File: config.mk
export PLATFORM = sky130hd
export DESIGN_NAME = dwcu_core
export DESIGN_NICKNAME = d
export VERILOG_FILES = /design/src/dwcu_pkg.sv /design/src/dwcu_sync.sv /design/src/dwcu_wiper_decode.sv /design/src/dwcu_core.sv
export SDC_FILE = /design/constraint.sdc
export NUM_CORES = 1
export LEC_CHECK = 0
export BUFFER_PORTS_ARGS = -buffer_cell sky130_fd_sc_hd__buf_2
export CAP_MARGIN = 20
export CORE_AREA = 2 2 404 406
export DETAILED_ROUTE_END_ITERATION = 6
export DIE_AREA = 0 0 406 408
export GPL_TIMING_DRIVEN = 0
export SLEW_MARGIN = 40
export SYNTH_ARGS = -nofsm -noshare
export SYNTH_HDL_FRONTEND = slang
export SYNTH_SLANG_ARGS = --single-unit
export TNS_END_PERCENT = 30
File: constraint.sdc
create_clock -name i_mclk -period 2.27 [get_ports i_mclk]
set_input_delay 0.454 -clock i_mclk [delete_from_list [all_inputs] [get_ports i_mclk]]
set_output_delay 0.454 -clock i_mclk [all_outputs]
set_load 0.005 [all_outputs]
File: src/dwcu_pkg.sv
// Package of constants for the wiper command unit
package dwcu_pkg;
  localparam int FRAME_BITS = 24;
  localparam int DATA_BITS = 16;
  localparam int WIPER_BITS = 10;
  localparam int NV_WORDS = 16;
  localparam int CNT_BITS = 5;
  localparam logic [CNT_BITS-1:0] FRAME_LAST = 5'h17;
  // Instruction numbers, top nibble of a frame
  localparam logic [3:0] INS_NOP = 4'h0;
  localparam logic [3:0] INS_RECALL_ONE = 4'h1;
  localparam logic [3:0] INS_SAVE = 4'h2;
  localparam logic [3:0] INS_STORE_USER = 4'h3;
  localparam logic [3:0] INS_RECALL_ALL = 4'h8;
  localparam logic [3:0] INS_RESTORE_USER = 4'h9;
  localparam logic [3:0] INS_READ_WIPER = 4'ha;
  localparam logic [3:0] INS_LOAD = 4'hb;
  localparam logic [3:0] INS_SHIFT_LEFT = 4'hc;
  localparam logic [3:0] INS_INCREMENT = 4'he;
  // Nonvolatile map
  localparam logic [3:0] NV_ADDR_WIPER = 4'h0;
  localparam logic [3:0] NV_ADDR_OUTS = 4'h1;
  localparam logic [DATA_BITS-1:0] NV_RESET_VAL = 16'h0000;
  localparam logic [WIPER_BITS-1:0] WIPER_FULL = 10'h3ff;
  localparam logic [WIPER_BITS-1:0] WIPER_MID = 10'h200;
  localparam logic [WIPER_BITS-1:0] WIPER_ONE = 10'h001;
  localparam logic [WIPER_BITS-1:0] WIPER_ZERO = 10'h000;
  // Idle pin levels: sclk low, selects and strobes high
  localparam logic [4:0] PINS_IDLE = 5'h0f;
endpackage

File: src/dwcu_sync.sv
// Two-flop synchroniser for pin inputs
module dwcu_sync #(
  parameter int WIDTH = 1,
  parameter logic [WIDTH-1:0] RESET_VAL = '0
) (
  // Clock and reset
  input wire logic i_mclk,
  input wire logic i_srst,
  // Data
  input wire logic [WIDTH-1:0] i_async,
  output logic [WIDTH-1:0] o_sync
);
  logic [WIDTH-1:0] meta_reg;
  logic [WIDTH-1:0] sync_reg;

  always_ff @(posedge i_mclk)
  begin
    if (i_srst)
    begin
      meta_reg <= RESET_VAL;
      sync_reg <= RESET_VAL;
    end
    else
    begin
      meta_reg <= i_async;
      sync_reg <= meta_reg;
    end
  end

  assign o_sync = sync_reg;
endmodule

File: src/dwcu_wiper_decode.sv
// One-hot decoder from wiper code to tap select
module dwcu_wiper_decode #(
  parameter int WIDTH = 10
) (
  // Code in
  input wire logic [WIDTH-1:0] i_code,
  // Tap select out
  output logic [(1<<WIDTH)-1:0] o_tap
);
  always_comb
  begin
    o_tap = '0;
    o_tap[i_code] = 1'b1;
  end
endmodule

File: src/dwcu_core.sv
// Serial command interpreter for a 10-bit digital potentiometer
// Operation
// - The 10-bit wiper code selects exactly one of 1024 taps.
// - Code zero is the B end; each increment moves one tap up.
// - Command B0 loads the low 10 data bits into the wiper.
// - Command E0 adds one to the wiper, holding at full, data ignored.
// - Command 20 saves the wiper into nonvolatile location zero.
// - Write-protect low blocks every nonvolatile write.
// - Command 10 loads the wiper from nonvolatile location zero.
// - Power-on and recall pin strobe restore the wiper from location zero.
// - After command 10 (recall-one) the device stays in read power until a no-op.
// - Saved latched outputs restore at power-on and on recall-all or recall-one.
// - User 16-bit words store via instruction 3, restore via 9.
// - Command C0 doubles the wiper by a left shift.
// - Left shift turns zero into one and midscale or above into full.
// - Each frame shifts out the previous 24-bit word, updated by reads.
module dwcu_core #(
  parameter int WIPER_BITS = dwcu_pkg::WIPER_BITS,
  parameter int NV_WORDS = dwcu_pkg::NV_WORDS
) (
  // Clock and reset (reset stands for power-on)
  input wire logic i_mclk,
  input wire logic i_srst,
  // Serial link pins
  input wire logic i_sclk,
  input wire logic i_cs_n,
  input wire logic i_serial_in_pin,
  output logic o_serial_out_pin,
  // Control pins
  input wire logic i_preset_recall_pin_n,
  input wire logic i_wp_n,
  // Wiper and outputs
  output logic [WIPER_BITS-1:0] o_wiper_setting_register,
  output logic [(1<<WIPER_BITS)-1:0] o_wiper_tap,
  output logic o_latched_output_one,
  output logic o_latched_output_two,
  output logic o_read_power_mode
);
  localparam int FB = dwcu_pkg::FRAME_BITS;
  localparam int DB = dwcu_pkg::DATA_BITS;

  // ---------------------------------------------------------------
  // Pin synchronisers
  // ---------------------------------------------------------------
  logic [4:0] pins_sync;
  logic sclk_s;
  logic cs_n_s;
  logic sdi_s;
  logic pr_n_s;
  logic wp_n_s;

  // Resets to idle levels so no false edge follows reset
  dwcu_sync #(.WIDTH(5), .RESET_VAL(dwcu_pkg::PINS_IDLE)) u_sync (
    .i_mclk(i_mclk),
    .i_srst(i_srst),
    .i_async({i_sclk, i_cs_n, i_serial_in_pin, i_preset_recall_pin_n, i_wp_n}),
    .o_sync(pins_sync)
  );
  assign {sclk_s, cs_n_s, sdi_s, pr_n_s, wp_n_s} = pins_sync;

  // ---------------------------------------------------------------
  // Edge detection on synchronised pins
  // ---------------------------------------------------------------
  logic sclk_d_reg;
  logic cs_n_d_reg;
  logic pr_n_d_reg;
  logic sclk_rise;
  logic sclk_fall;
  logic frame_end;
  logic pr_rise;

  always_ff @(posedge i_mclk)
  begin
    if (i_srst)
    begin
      sclk_d_reg <= 1'b0;
      cs_n_d_reg <= 1'b1;
      pr_n_d_reg <= 1'b1;
    end
    else
    begin
      sclk_d_reg <= sclk_s;
      cs_n_d_reg <= cs_n_s;
      pr_n_d_reg <= pr_n_s;
    end
  end

  assign sclk_rise = sclk_s & ~sclk_d_reg & ~cs_n_s;
  assign sclk_fall = ~sclk_s & sclk_d_reg & ~cs_n_s;
  assign frame_end = cs_n_s & ~cs_n_d_reg;
  // Strobe acts on release so a held pin recalls once
  assign pr_rise = pr_n_s & ~pr_n_d_reg;

  // ---------------------------------------------------------------
  // Shift registers
  // ---------------------------------------------------------------
  logic [FB-1:0] rx_reg;
  logic [FB-1:0] tx_reg;
  logic [FB-1:0] prev_word_reg;
  logic [dwcu_pkg::CNT_BITS-1:0] bit_cnt_reg;
  logic frame_ok;

  always_ff @(posedge i_mclk)
  begin
    if (i_srst || frame_end || (cs_n_s && !cs_n_d_reg))
      bit_cnt_reg <= '0;
    else if (sclk_rise && bit_cnt_reg <= dwcu_pkg::FRAME_LAST + 5'h01)
      bit_cnt_reg <= bit_cnt_reg + 5'h01;
  end

  // Short or long frames are dropped, not half-executed
  assign frame_ok = frame_end && (bit_cnt_reg == dwcu_pkg::FRAME_LAST + 5'h01);

  // Sample on rising edge, MSB first
  always_ff @(posedge i_mclk)
  begin
    if (i_srst)
      rx_reg <= '0;
    else if (sclk_rise)
      rx_reg <= {rx_reg[FB-2:0], sdi_s};
  end

  // ---------------------------------------------------------------
  // Command decode
  // ---------------------------------------------------------------
  logic [3:0] ins;
  logic [3:0] addr;
  logic [DB-1:0] data;
  assign ins = rx_reg[FB-1:FB-4];
  assign addr = rx_reg[FB-5:FB-8];
  assign data = rx_reg[DB-1:0];

  // ---------------------------------------------------------------
  // Nonvolatile store
  // ---------------------------------------------------------------
  logic [DB-1:0] nv_store_reg [NV_WORDS];
  logic nv_we;
  logic [3:0] nv_waddr;
  logic [DB-1:0] nv_wdata;

  always_comb
  begin
    nv_we = 1'b0;
    nv_waddr = dwcu_pkg::NV_ADDR_WIPER;
    nv_wdata = '0;
    if (frame_ok)
    begin
      unique case (ins)
        dwcu_pkg::INS_SAVE:
        begin
          nv_we = 1'b1;
          nv_wdata = DB'(o_wiper_setting_register);
        end
        dwcu_pkg::INS_STORE_USER:
        begin
          nv_we = 1'b1;
          nv_waddr = addr;
          nv_wdata = data;
        end
        default:
        begin
          nv_we = 1'b0;
        end
      endcase
    end
  end

  // Reset clears it; models a blank part
  always_ff @(posedge i_mclk)
  begin
    if (i_srst)
    begin
      for (int i = 0; i < NV_WORDS; i++)
        nv_store_reg[i] <= dwcu_pkg::NV_RESET_VAL;
    end
    else if (nv_we && wp_n_s)
      nv_store_reg[nv_waddr] <= nv_wdata;
  end

  // ---------------------------------------------------------------
  // Wiper arithmetic
  // ---------------------------------------------------------------
  function automatic logic [WIPER_BITS-1:0] wiper_double(input logic [WIPER_BITS-1:0] w);
    logic [WIPER_BITS-1:0] r;
    r = {w[WIPER_BITS-2:0], 1'b0};
    // Zero to one, midscale up to full
    if (w == dwcu_pkg::WIPER_ZERO)
      r = dwcu_pkg::WIPER_ONE;
    else if (w >= dwcu_pkg::WIPER_MID)
      r = dwcu_pkg::WIPER_FULL;
    return r;
  endfunction

  function automatic logic [WIPER_BITS-1:0] wiper_inc(input logic [WIPER_BITS-1:0] w);
    return (w == dwcu_pkg::WIPER_FULL) ? w : w + WIPER_BITS'(1);
  endfunction

  logic [WIPER_BITS-1:0] nv_wiper;
  logic [1:0] nv_outs;
  assign nv_wiper = nv_store_reg[dwcu_pkg::NV_ADDR_WIPER][WIPER_BITS-1:0];
  assign nv_outs = nv_store_reg[dwcu_pkg::NV_ADDR_OUTS][1:0];

  // ---------------------------------------------------------------
  // Wiper setting register
  // ---------------------------------------------------------------
  logic [WIPER_BITS-1:0] wiper_reg;
  logic restore_pending_reg;

  // Power-on restore waits one cycle for the store to settle
  always_ff @(posedge i_mclk)
  begin
    if (i_srst)
      restore_pending_reg <= 1'b1;
    else
      restore_pending_reg <= 1'b0;
  end

  always_ff @(posedge i_mclk)
  begin
    if (i_srst)
      wiper_reg <= dwcu_pkg::WIPER_ZERO;
    else if (restore_pending_reg || pr_rise)
      wiper_reg <= nv_wiper;
    else if (frame_ok)
    begin
      unique case (ins)
        dwcu_pkg::INS_LOAD: wiper_reg <= data[WIPER_BITS-1:0];
        dwcu_pkg::INS_INCREMENT: wiper_reg <= wiper_inc(wiper_reg);
        dwcu_pkg::INS_SHIFT_LEFT: wiper_reg <= wiper_double(wiper_reg);
        dwcu_pkg::INS_RECALL_ONE, dwcu_pkg::INS_RECALL_ALL: wiper_reg <= nv_wiper;
        default: wiper_reg <= wiper_reg;
      endcase
    end
  end

  // ---------------------------------------------------------------
  // Latched outputs and power state
  // ---------------------------------------------------------------
  logic [1:0] outs_reg;
  logic read_mode_reg;

  always_ff @(posedge i_mclk)
  begin
    if (i_srst)
      outs_reg <= 2'h0;
    else if (restore_pending_reg ||
             (frame_ok && (ins == dwcu_pkg::INS_RECALL_ONE || ins == dwcu_pkg::INS_RECALL_ALL)))
      outs_reg <= nv_outs;
  end

  always_ff @(posedge i_mclk)
  begin
    if (i_srst)
      read_mode_reg <= 1'b0;
    else if (frame_ok && ins == dwcu_pkg::INS_RECALL_ONE)
      read_mode_reg <= 1'b1;
    else if (frame_ok && ins == dwcu_pkg::INS_NOP)
      read_mode_reg <= 1'b0;
  end

  // ---------------------------------------------------------------
  // Read-back word
  // ---------------------------------------------------------------
  // Previous word, with read data spliced in
  always_ff @(posedge i_mclk)
  begin
    if (i_srst)
      prev_word_reg <= '0;
    else if (frame_ok)
    begin
      unique case (ins)
        dwcu_pkg::INS_RESTORE_USER: prev_word_reg <= {ins, addr, nv_store_reg[addr]};
        dwcu_pkg::INS_READ_WIPER: prev_word_reg <= {ins, addr, DB'(wiper_reg)};
        default: prev_word_reg <= rx_reg;
      endcase
    end
  end

  always_ff @(posedge i_mclk)
  begin
    if (i_srst)
      tx_reg <= '0;
    else if (cs_n_d_reg && !cs_n_s)
      tx_reg <= prev_word_reg;
    else if (sclk_fall)
      tx_reg <= {tx_reg[FB-2:0], 1'b0};
  end

  dwcu_wiper_decode #(.WIDTH(WIPER_BITS)) u_decode (
    .i_code(wiper_reg),
    .o_tap(o_wiper_tap)
  );

  assign o_serial_out_pin = tx_reg[FB-1];
  assign o_wiper_setting_register = wiper_reg;
  assign o_latched_output_one = outs_reg[0];
  assign o_latched_output_two = outs_reg[1];
  assign o_read_power_mode = read_mode_reg;
endmodule

# After elaboration in Yosys (flattened, before gate mapping)
# Memories as Yosys holds them, arrays and structs flattened. A register that Yosys moved wholly into a read port is not among the register bits.
# Index checks and enable logic that the tools add are counted.
# op_classes
n_addsub	2
n_lt_le_gt_ge	4
n_eq_ne	12
mux	29
n_bitwise	11
n_reduce_logical	26
# op_table
op	n
one-hot mux 16 bit (2 select lines)	2
2-to-1 mux 10 bit	5
2-to-1 mux 24 bit	2
one-hot mux 10 bit (4 select lines)	1
2-to-1 mux 16 bit	2
equality test 4 bit, second input constant	6
2-to-1 mux 4 bit	5
OR reduction 16 bit	1
< comparator 10 x 11 -> 1 bit, second input constant	1
2-to-1 mux 1 bit	11
adder 10 x 1 -> 10 bit, second input constant	1
demux 1 bit (select 10 bit)	1
equality test 10 bit, second input constant	1
greater-or-equal comparator 10 x 1 -> 1 bit, second input constant	1
greater-or-equal comparator 10 bit, second input constant	1
zero test 10 bit	1
logical AND 1 bit	9
equality test 4 x 2 -> 1 bit, second input constant	2
bitwise AND 1 bit	6
nonzero test 2 bit	3
adder 5 x 1 -> 5 bit, second input constant	1
equality test 5 bit, second input constant	1
<= comparator 5 bit, second input constant	1
logical OR 1 bit	5
other kinds (8)	14
# word_totals
reg_bits	102
ramBits	256
input_bits	7
out_inout_bits	1038
word_cells	97
memories	1
# mem_list
name	words	width	read_ports	rd_clocked_by_memory_dff	wr	line_no	text
nv_store_reg	16	16	3	2	16	dwcu_core.sv:136	logic [DB-1:0] nv_store_reg [NV_WORDS];

# Longest topological paths before layout
# Gate-level depths: netlist of the first run.
# logic_depth
ltp_word	10
depth_mapped	9
ltp_nobuf	7

# Modules after synthesis
# From an unflattened synthesis of the first run, not the netlist that was laid out.
# hier_totals
hier_cells	2853
area_unflattened_um2	24377.1
# modules_own_cells
mod	n_inst	cells_each	area_per_inst_um2	seq_area_each_um2
dwcu_core	1	1335	15703.8	9649.3
dwcu_wiper_decode	1	1498	8410.6	0.0
dwcu_sync	1	20	262.8	200.2

# Least setup slack after synthesis of the first run
# Ideal clock, no wire load.
# synth_timing
kind	register to register
startpoint	reg rx_reg[22]
endpoint	mem nv_store_reg[9][0] in the netlist's numbering, enable pin
setup_ps	375
arrival_time_ps	2027
t_required_ps	1895
slack_ps	-131
stages_incl_launch_ff	8
path_buffers	3
period_less_slack_ps	2401
path_cell_list	dfxtp_1 > buf_2 > nand4bb_1 > nor4_2 > buf_4 > buf_4 > nand4b_2 > nand2b_1
# synth_lines
element	line_no	text
start: declaration	dwcu_core.sv:97	logic [FB-1:0] rx_reg;
start signal: assignment	dwcu_core.sv:120	rx_reg <= {rx_reg[FB-2:0], sdi_s};
end: declaration	dwcu_core.sv:136	

# Final worst setup path of the first run
# layout_timing
startpoint	reg wiper_reg[0], in the netlist o_wiper_setting_register[0]
endpoint	out o_wiper_tap[654]
# layout_between
elab_chain_cells	4
elab_cells_between_ends	5
cone_classes	2 x order compare; 2 x mux; 1 x reduce/logical
# layout_lines
element	line_no	text
start: declaration	dwcu_core.sv:206	logic [WIPER_BITS-1:0] wiper_reg;
start signal: assignment	dwcu_core.sv:221	wiper_reg <= dwcu_pkg::WIPER_ZERO;
start signal: assignment	dwcu_core.sv:223	wiper_reg <= nv_wiper;
start signal: assignment	dwcu_core.sv:227	dwcu_pkg::INS_LOAD: wiper_reg <= data[WIPER_BITS-1:0];
< comparator 10 x 11 -> 1 bit (not written as such) / greater-or-equal comparator 10 x 1 -> 1 bit (equally long branches)	dwcu_wiper_decode.sv:13	o_tap[i_code] = 1'b1;
logical AND 1 bit (not written as such)	dwcu_wiper_decode.sv:13	
2-to-1 mux 1 bit (not written as such)	dwcu_wiper_decode.sv:13	
demux 1 bit (select 10 bit) *	--	
end: declaration	dwcu_core.sv:34	output logic [(1<<WIPER_BITS)-1:0] o_wiper_tap,
# Every way passes the cells marked *; elsewhere a longest branch is shown, timed or not.

==> results of run 1 <==
[synthesized netlist by cell type (all sizes together) (7+ instances only)]
cell type	count	area (um2)
nand4b	10	131
o21ai	15	75.1
buf	81	342
nor3	33	175
a211oi	30	225
nand2b	23	146
a22o	11	96.3
edfxtp	256	7690
nand2	143	537
mux2i	59	591
inv	10	37.5
a2111oi	7	73.8
nand3	18	90.1
a221o	13	130
a21oi	40	200
or2	10	62.6
nand4	8	68.8
clkbuf	236	886
mux4	64	1440
nor2	1379	5180
dfxtp	108	2160
nor2b	13	81.3
[metrics by stage]
step | hold slack (ns) | setup TNS [ns] | area (um2) | power, mW
2_1_floorplan | 0.389 | -11.57 | 21200 | 8.14
3_3_place_gp | 0.405 | -1953.64 | 29100 | 8.92
3_5_place_dp | 0.400 | -1368.43 | 30500 | 9.03
4_1_cts | 0.138 | -478.60 | 41200 | 15.9
5_1_grt | 0.143 | -499.69 | 46000 | 16.7
6_report | 0.152 | -458.87 | 46000 | 16.4
[worst max-delay path: stages (launching register included)]
cell and delay, ns:
dfxtp_4 0.39, clkinvlp_4 0.15, ha_4 0.17, nor2b_4 0.28
buf_12 0.17, nand2_8 0.08, clkbuf_16 0.19, buf_16 0.15
nor2_4 0.12, buf_2 0.12
[layout make-up]
class,instances,area share (%)
diodes,3,0.0163
plain buffers,309,10.3
clock buffers,52,2.25
clock inverters,12,0.226
inverters,10,0.0951
multi-input cells,1964,32.4
flip-flops and latches,364,21.5
well taps,2175,5.91
repair buffers,1509,27.3
[per-layer routing]
layer  global-route usage [%]  vias up  wire length [um]
met1                     28.9    14300             83200
met3                     7.00      560             20800
met5                        0        -               185
met4                     14.0       14             17300
met2                     37.3     2415             94400
li1                         -    11800                 -
[logic make-up (layout without fill, tap and decap cells)]
kind of cell	count (synthesis)	after routing	share of synthesized area [%]
mux	124	124	9.65
xor+xnor	10	10	0.414
fa+ha+maj	6	6	0.355
flops	364	364	46.5
other cells	0	3	0
simple gates	1674	1676	32.0
compound gates	148	148	5.02
buf+inv	327	1892	5.98
[path summary, 6_finish.rpt]
path                                     from                  end  cells past startpoint
setup reg to reg                     register    prev_word_reg[14]                      6
setup / recovery  o_wiper_setting_register[0]     o_wiper_tap[654]                      9
hold reg to reg            u_sync.meta_reg[1]     u_sync.o_sync[1]                      1
hold / removal                         i_srst  restore_pending_reg                      1
[report_power, final]
group | total [mW] | switching, mW | internal, mW
registers | 7.48 | 0.129 | 7.36
logic | 2.90 | 1.73 | 1.17
clock network | 6.00 | 2.68 | 3.32
total | 16.4 | 4.54 | 11.8
[repair_timing]
item / in CTS / in global routing
endpoints found under the hold margin: 0 / 0
setup buffers: 227 / 123
pin swaps: 264 / 238
hold buffers: 0 / 0
resized for setup: 1288 / 971
cloned: 60 / 24
setup endpoints to repair: 1572 / 1573
==> results.md, run 1 <==
- Die width: 406 um
- Area of the multi-input gates: 0.0149 mm2
- Reg clk slew, reported paths: 0.06 ns
- Max clock buf depth: 3
- Vias/cell: 4.55
- Post-Synthesis Cell Area: 0.0212 mm2
- CP Launch Type: register
- Die Ht: 408 um
- Top Ports: 1,045
- Largest register FFs: about 260
- Flop2flop setup slack: -0.22 ns
- 1st-iter DRT viols: approximately 3.3k
- Outcome: complete, but fails checks
- Clock tree root buffer cell: clkbuf_16
- Worst Path Required: approximately 1.8 ns
- Finished Core Util: 28.5%
- DP Worst Slack: -1.64 ns
- Die area: approximately 0.17 mm2
- CP Max Fanout: 8
- Ys Warns: 0
- Critical path type: register to output port
- Clk sinks: 364
- EDFF count, synth: 256
- 1st-pass router iterations: 5
- Largest net degree at the start of global routing: 17
- CORE AREA: approximately 0.16 mm2
- Failing checks: setup timing
- Antenna viol nets, final: 0
- Most frequent cells in the layout: buf_2, nor2_1, nor2_4, edfxtp_1, buf_4
- Cells after synthesis: 2,653
- Main synth FF type: edfxtp_1
- Placed Instances: between 5k and 6k
- Final net count: 4,209
- Wire per inst: ~34 um
- Total Routed Length: around 220,000 um
- Share of layout cells above drive strength 1: 60.7%
- CTS Buf Count: 38
- Drt drc: 0
- Antenna violations before repair: 21
- H-tree levels: 2
- Worst Setup End Kind: output port
- Worst-Skew Late Latency: around 0.55 ns
- Mean area per synthesized cell: 7.98 um2
- Non-filler cells, final: roughly 6.4k
- Register area: just under 0.01 mm2
- First-pass GRT wire length: 261,000 um
- # setup viols final: approximately 1.3k
- Most common cell after layout, fill and taps aside: buf_2
- Part of the Yosys area used for sequential elements: 46.5%
- Cell Rows: between 100 and 150
- Final period util: 128%
- Netlist cell types: 65
- GRT Util Overall: 23.9%
- Final HPWL DP: 148,000 um
- HP Class: input pin to register
- Initial Utilization: 13.1%
- Maxcap violations: 0
- Slew @ Worst Pin: 0.921 ns
- Clk_skew: 0.0204 ns
- Pwr/cell area: between 300 and 400 mW/mm2
- Leakage: 18.6 nW
- Vias in the first global route: 25.6k
- RD Place Congestion: 0.967
- Final hold vios: 0
- CP Data Arrival Time: 2.45 ns
- RSZ-0062 raised after global routing: true
- Setup ws final: -0.633 ns
- Final min period: 2.90 ns
- Fin. max-slew vios: 0
- Filler cells: about 17k
- Synth Net Count: ~2.7k
- Worst IR Drop VDD: 0.479 mV
- Area Overhead vs Synth: 118%
- Congestion Overflow GR: 0
- Seq cells post-synth: 364
- Slew headroom: 38.6%
- IO Port Bufs: 1,044
- Fraction of registers with async set/reset: 0%
- Via count: between 20k and 30k
- Peak Freq: ~340 MHz
- CTS tree: yes
No activity file was read; power rests on OpenSTA's default activity.
==> inputs of run 2 (changes only) <==
--- a/config.mk
+++ b/config.mk
@@ -5,11 +5,12 @@
 export SDC_FILE = /design/constraint.sdc
 export NUM_CORES = 1
 export LEC_CHECK = 0
+export ABC_AREA = 1
 export BUFFER_PORTS_ARGS = -buffer_cell sky130_fd_sc_hd__buf_2
 export CAP_MARGIN = 20
-export CORE_AREA = 2 2 404 406
+export CORE_AREA = 2 2 413 415
 export DETAILED_ROUTE_END_ITERATION = 6
-export DIE_AREA = 0 0 406 408
+export DIE_AREA = 0 0 415 417
 export GPL_TIMING_DRIVEN = 0
 export SLEW_MARGIN = 40
 export SYNTH_ARGS = -nofsm -noshare
==> results.md, run 2 <==
- Most common cell after layout, fill and taps aside: nor2_1
- Final HPWL DP: 173,000 um
- Mean area per synthesized cell: 6.87 um2
- Met3 GRT Util: 9.99%
- Antenna violations before repair: 22
- Commonest cells post-synth: nor2_1, nand2_1, edfxtp_1
- Clk sinks: 364
- Cells after synthesis: 3,210
- CP Max Fanout: 4
- CP Data Arrival Time: 2.43 ns
- Pwr/cell area: 392 mW/mm2
- Reg clk slew, reported paths: 0.06 ns
- Peak Freq: 347 MHz
- Ys Warns: 0
- Vias/cell: roughly 4.5
- Worst Setup End Kind: output port
- Die area: 0.173 mm2
- Busiest layer in global routing: met2
- RD Place Congestion: 0.981
- Slew @ Worst Pin: 1.19 ns
- IO Port Bufs: around 1.0k
- Worst IR Drop VDD: approximately 0.45 mV
- Antenna viol nets, final: 0
- Post-Route Setup TNS: -562.66 ns
- Yosys top cell by area: edfxtp_1
- Register-to-Register Path Depth: 12
- 1st-pass router iterations: 6
- Hold Path End: u_sync.meta_reg[3]
- Worst R2R End: nv_store_reg[14][2]
- Share of layout cells above drive strength 1: 47.9%
- Wire per inst: 33.5 um
- Clk_skew: just over 0.04 ns
- Pwr Total: between 15 and 20 mW
- GR Util met2: 39.2%
- Seq cells post-synth: 364
- Netlist cell types: 33
- Hold_ws: roughly 0.07 ns
- 1st-iter DRT viols: 3,397
- Final hold vios: 0
- Yosys top cell area share: between 30% and 40%
- CTS tree: yes
- Hold path depth: 2
- Fraction of registers with async set/reset: 0%
- # setup viols final: around 1.5k
- Synth top area cells: edfxtp_1, nor2_1, dfxtp_1
- Largest net degree at the start of global routing: 17
- Count leader, synth: nor2_1
- Part of the Yosys area used for sequential elements: 44.7%
- First-pass GRT wire length: 284,000 um
- Worst Path Required: roughly 1.8 ns
- Flop2flop setup slack: -0.37 ns
- Die width: slightly above 400 um
- Maxcap violations: 0
- Reg2reg start: bit_cnt_reg[1]
- Leakage: approximately 19 nW
- GRT Util Overall: 24.8%
- Vias in the first global route: roughly 28k
- Failing checks: setup timing
- Cell Rows: 151
- Via count: roughly 32k
- Area Overhead vs Synth: 97.2%
- Clock tree root buffer cell: clkbuf_16
- Initial Utilization: about an eighth
- Largest register FFs: 256
- Drt drc: 0
- Post-Synthesis Cell Area: approximately 0.022 mm2
- Top Ports: around 1.0k
- CP Launch Type: register
- Total Routed Length: roughly 230,000 um
- Max clock buf depth: 3
- RSZ-0062 raised after global routing: true
- CTS Buf Count: 41
- Most frequent cells in the layout: nor2_1, buf_2, edfxtp_1, nand2_1, buf_4
- HP Class: input pin to register
- Outcome: complete, but fails checks
- EDFF count, synth: 256
- Congestion Overflow GR: 0
- Slew headroom: 20.6%
- Synth Net Count: 3,223
- H-tree levels: 2
- Worst-Skew Late Latency: about 0.60 ns
- CORE AREA: 0.169 mm2
- Fin. max-slew vios: 0
- Critical path type: register to output port
- Final net count: roughly 4.7k
- Die Ht: 417 um
- Met1 usage: 29.6%
- Hold_sp: i_cs_n
- Setup ws final: -0.609 ns
- Final period util: 127%
- Main synth FF type: edfxtp_1
- Final min period: 2.88 ns
[run 2: cell count changes after synthesis, sizes merged, moves of 41 or more]
cell and delta:
o21ai +104, inv +195, nand3 +125, o211ai +77
mux2i -59, a21oi +75, nor2 +41, nand2 +216
mux4 -64
[run 2: final cells by class]
cell class / instances / area, um2
fill: 18100 / 125000
multi-input combinational: 2318 / 13000
tap: 2218 / 2780
antenna: 16 / 40.0
inverter: 209 / 880
clock buffer: 54 / 1110
clock inverter: 19 / 213
sequential: 364 / 9890
buffer: 321 / 4120
timing repair buffer: 1456 / 11400
[run 2: metal layers]
metal / vias up / share of wire (%)
li1: 13200 / -
met1: 15400 / 38
met2: 2487 / 44
met3: 572 / 12
met4: 23 / 6.0
met5: - / 0.29
[run 2: timing repair]
action	4_1_cts	5_1_grt
endpoints found under the setup margin	1522	1559
hold endpoints to repair	1	0
gates cloned	27	24
setup buffers	183	125
pin swaps	80	78
resized for setup	1029	613
hold buffers	1	0
[run 2: power breakdown]
part | switching (mW) | internal [mW]
Clock | 2.86 | 3.89
Combinational | 1.82 | 0.965
Sequential | 0.132 | 7.37
Total | 4.81 | 12.2
[run 2: worst max path at each step]
stage / startpoint / to / cells past startpoint
5_1_grt: o_wiper_setting_register[9] / o_wiper_tap[611] / 9
3_5_place_dp: o_wiper_setting_register[9] / o_wiper_tap[611] / 7
3_3_place_gp: o_wiper_setting_register[6] / o_wiper_tap[605] / 6
4_1_cts: o_wiper_setting_register[8] / o_wiper_tap[811] / 10
2_1_floorplan: bit_cnt_reg[0] / nv_store_reg[6][0] / 12
6_report: o_wiper_setting_register[7] / o_wiper_tap[30] / 8
[run 2: critical path, stage by stage, from the launching register on]
cell	delay, ns
dfxtp_4	0.37
clkinvlp_4	0.13
buf_6	0.11
buf_6	0.11
nand3_4	0.11
nor2_2	0.21
inv_1	0.15
nor2_1	0.43
buf_2	0.25
[run 2: through the flow]
stage	std cells	util, %	instance area [um2]	worst slack [ns]
after floorplan	3210	-	22100	-0.166
after global placement	6472	17.8	30100	-3.25
after detailed placement	6540	18.9	31900	-2.04
after CTS	6822	23.7	40000	-0.635
after global routing	6963	25.8	43500	-0.639
final	6975	25.8	43500	-0.609
[run 2: cells by family after synthesis]
| group | Yosys count | synth area share (%) |
|---|---|---|
| compound gates | 351 | 9.28 |
| flops | 364 | 44.7 |
| buf+inv | 535 | 9.72 |
| simple gates | 1954 | 36.0 |
| fa+ha+maj | 6 | 0.340 |
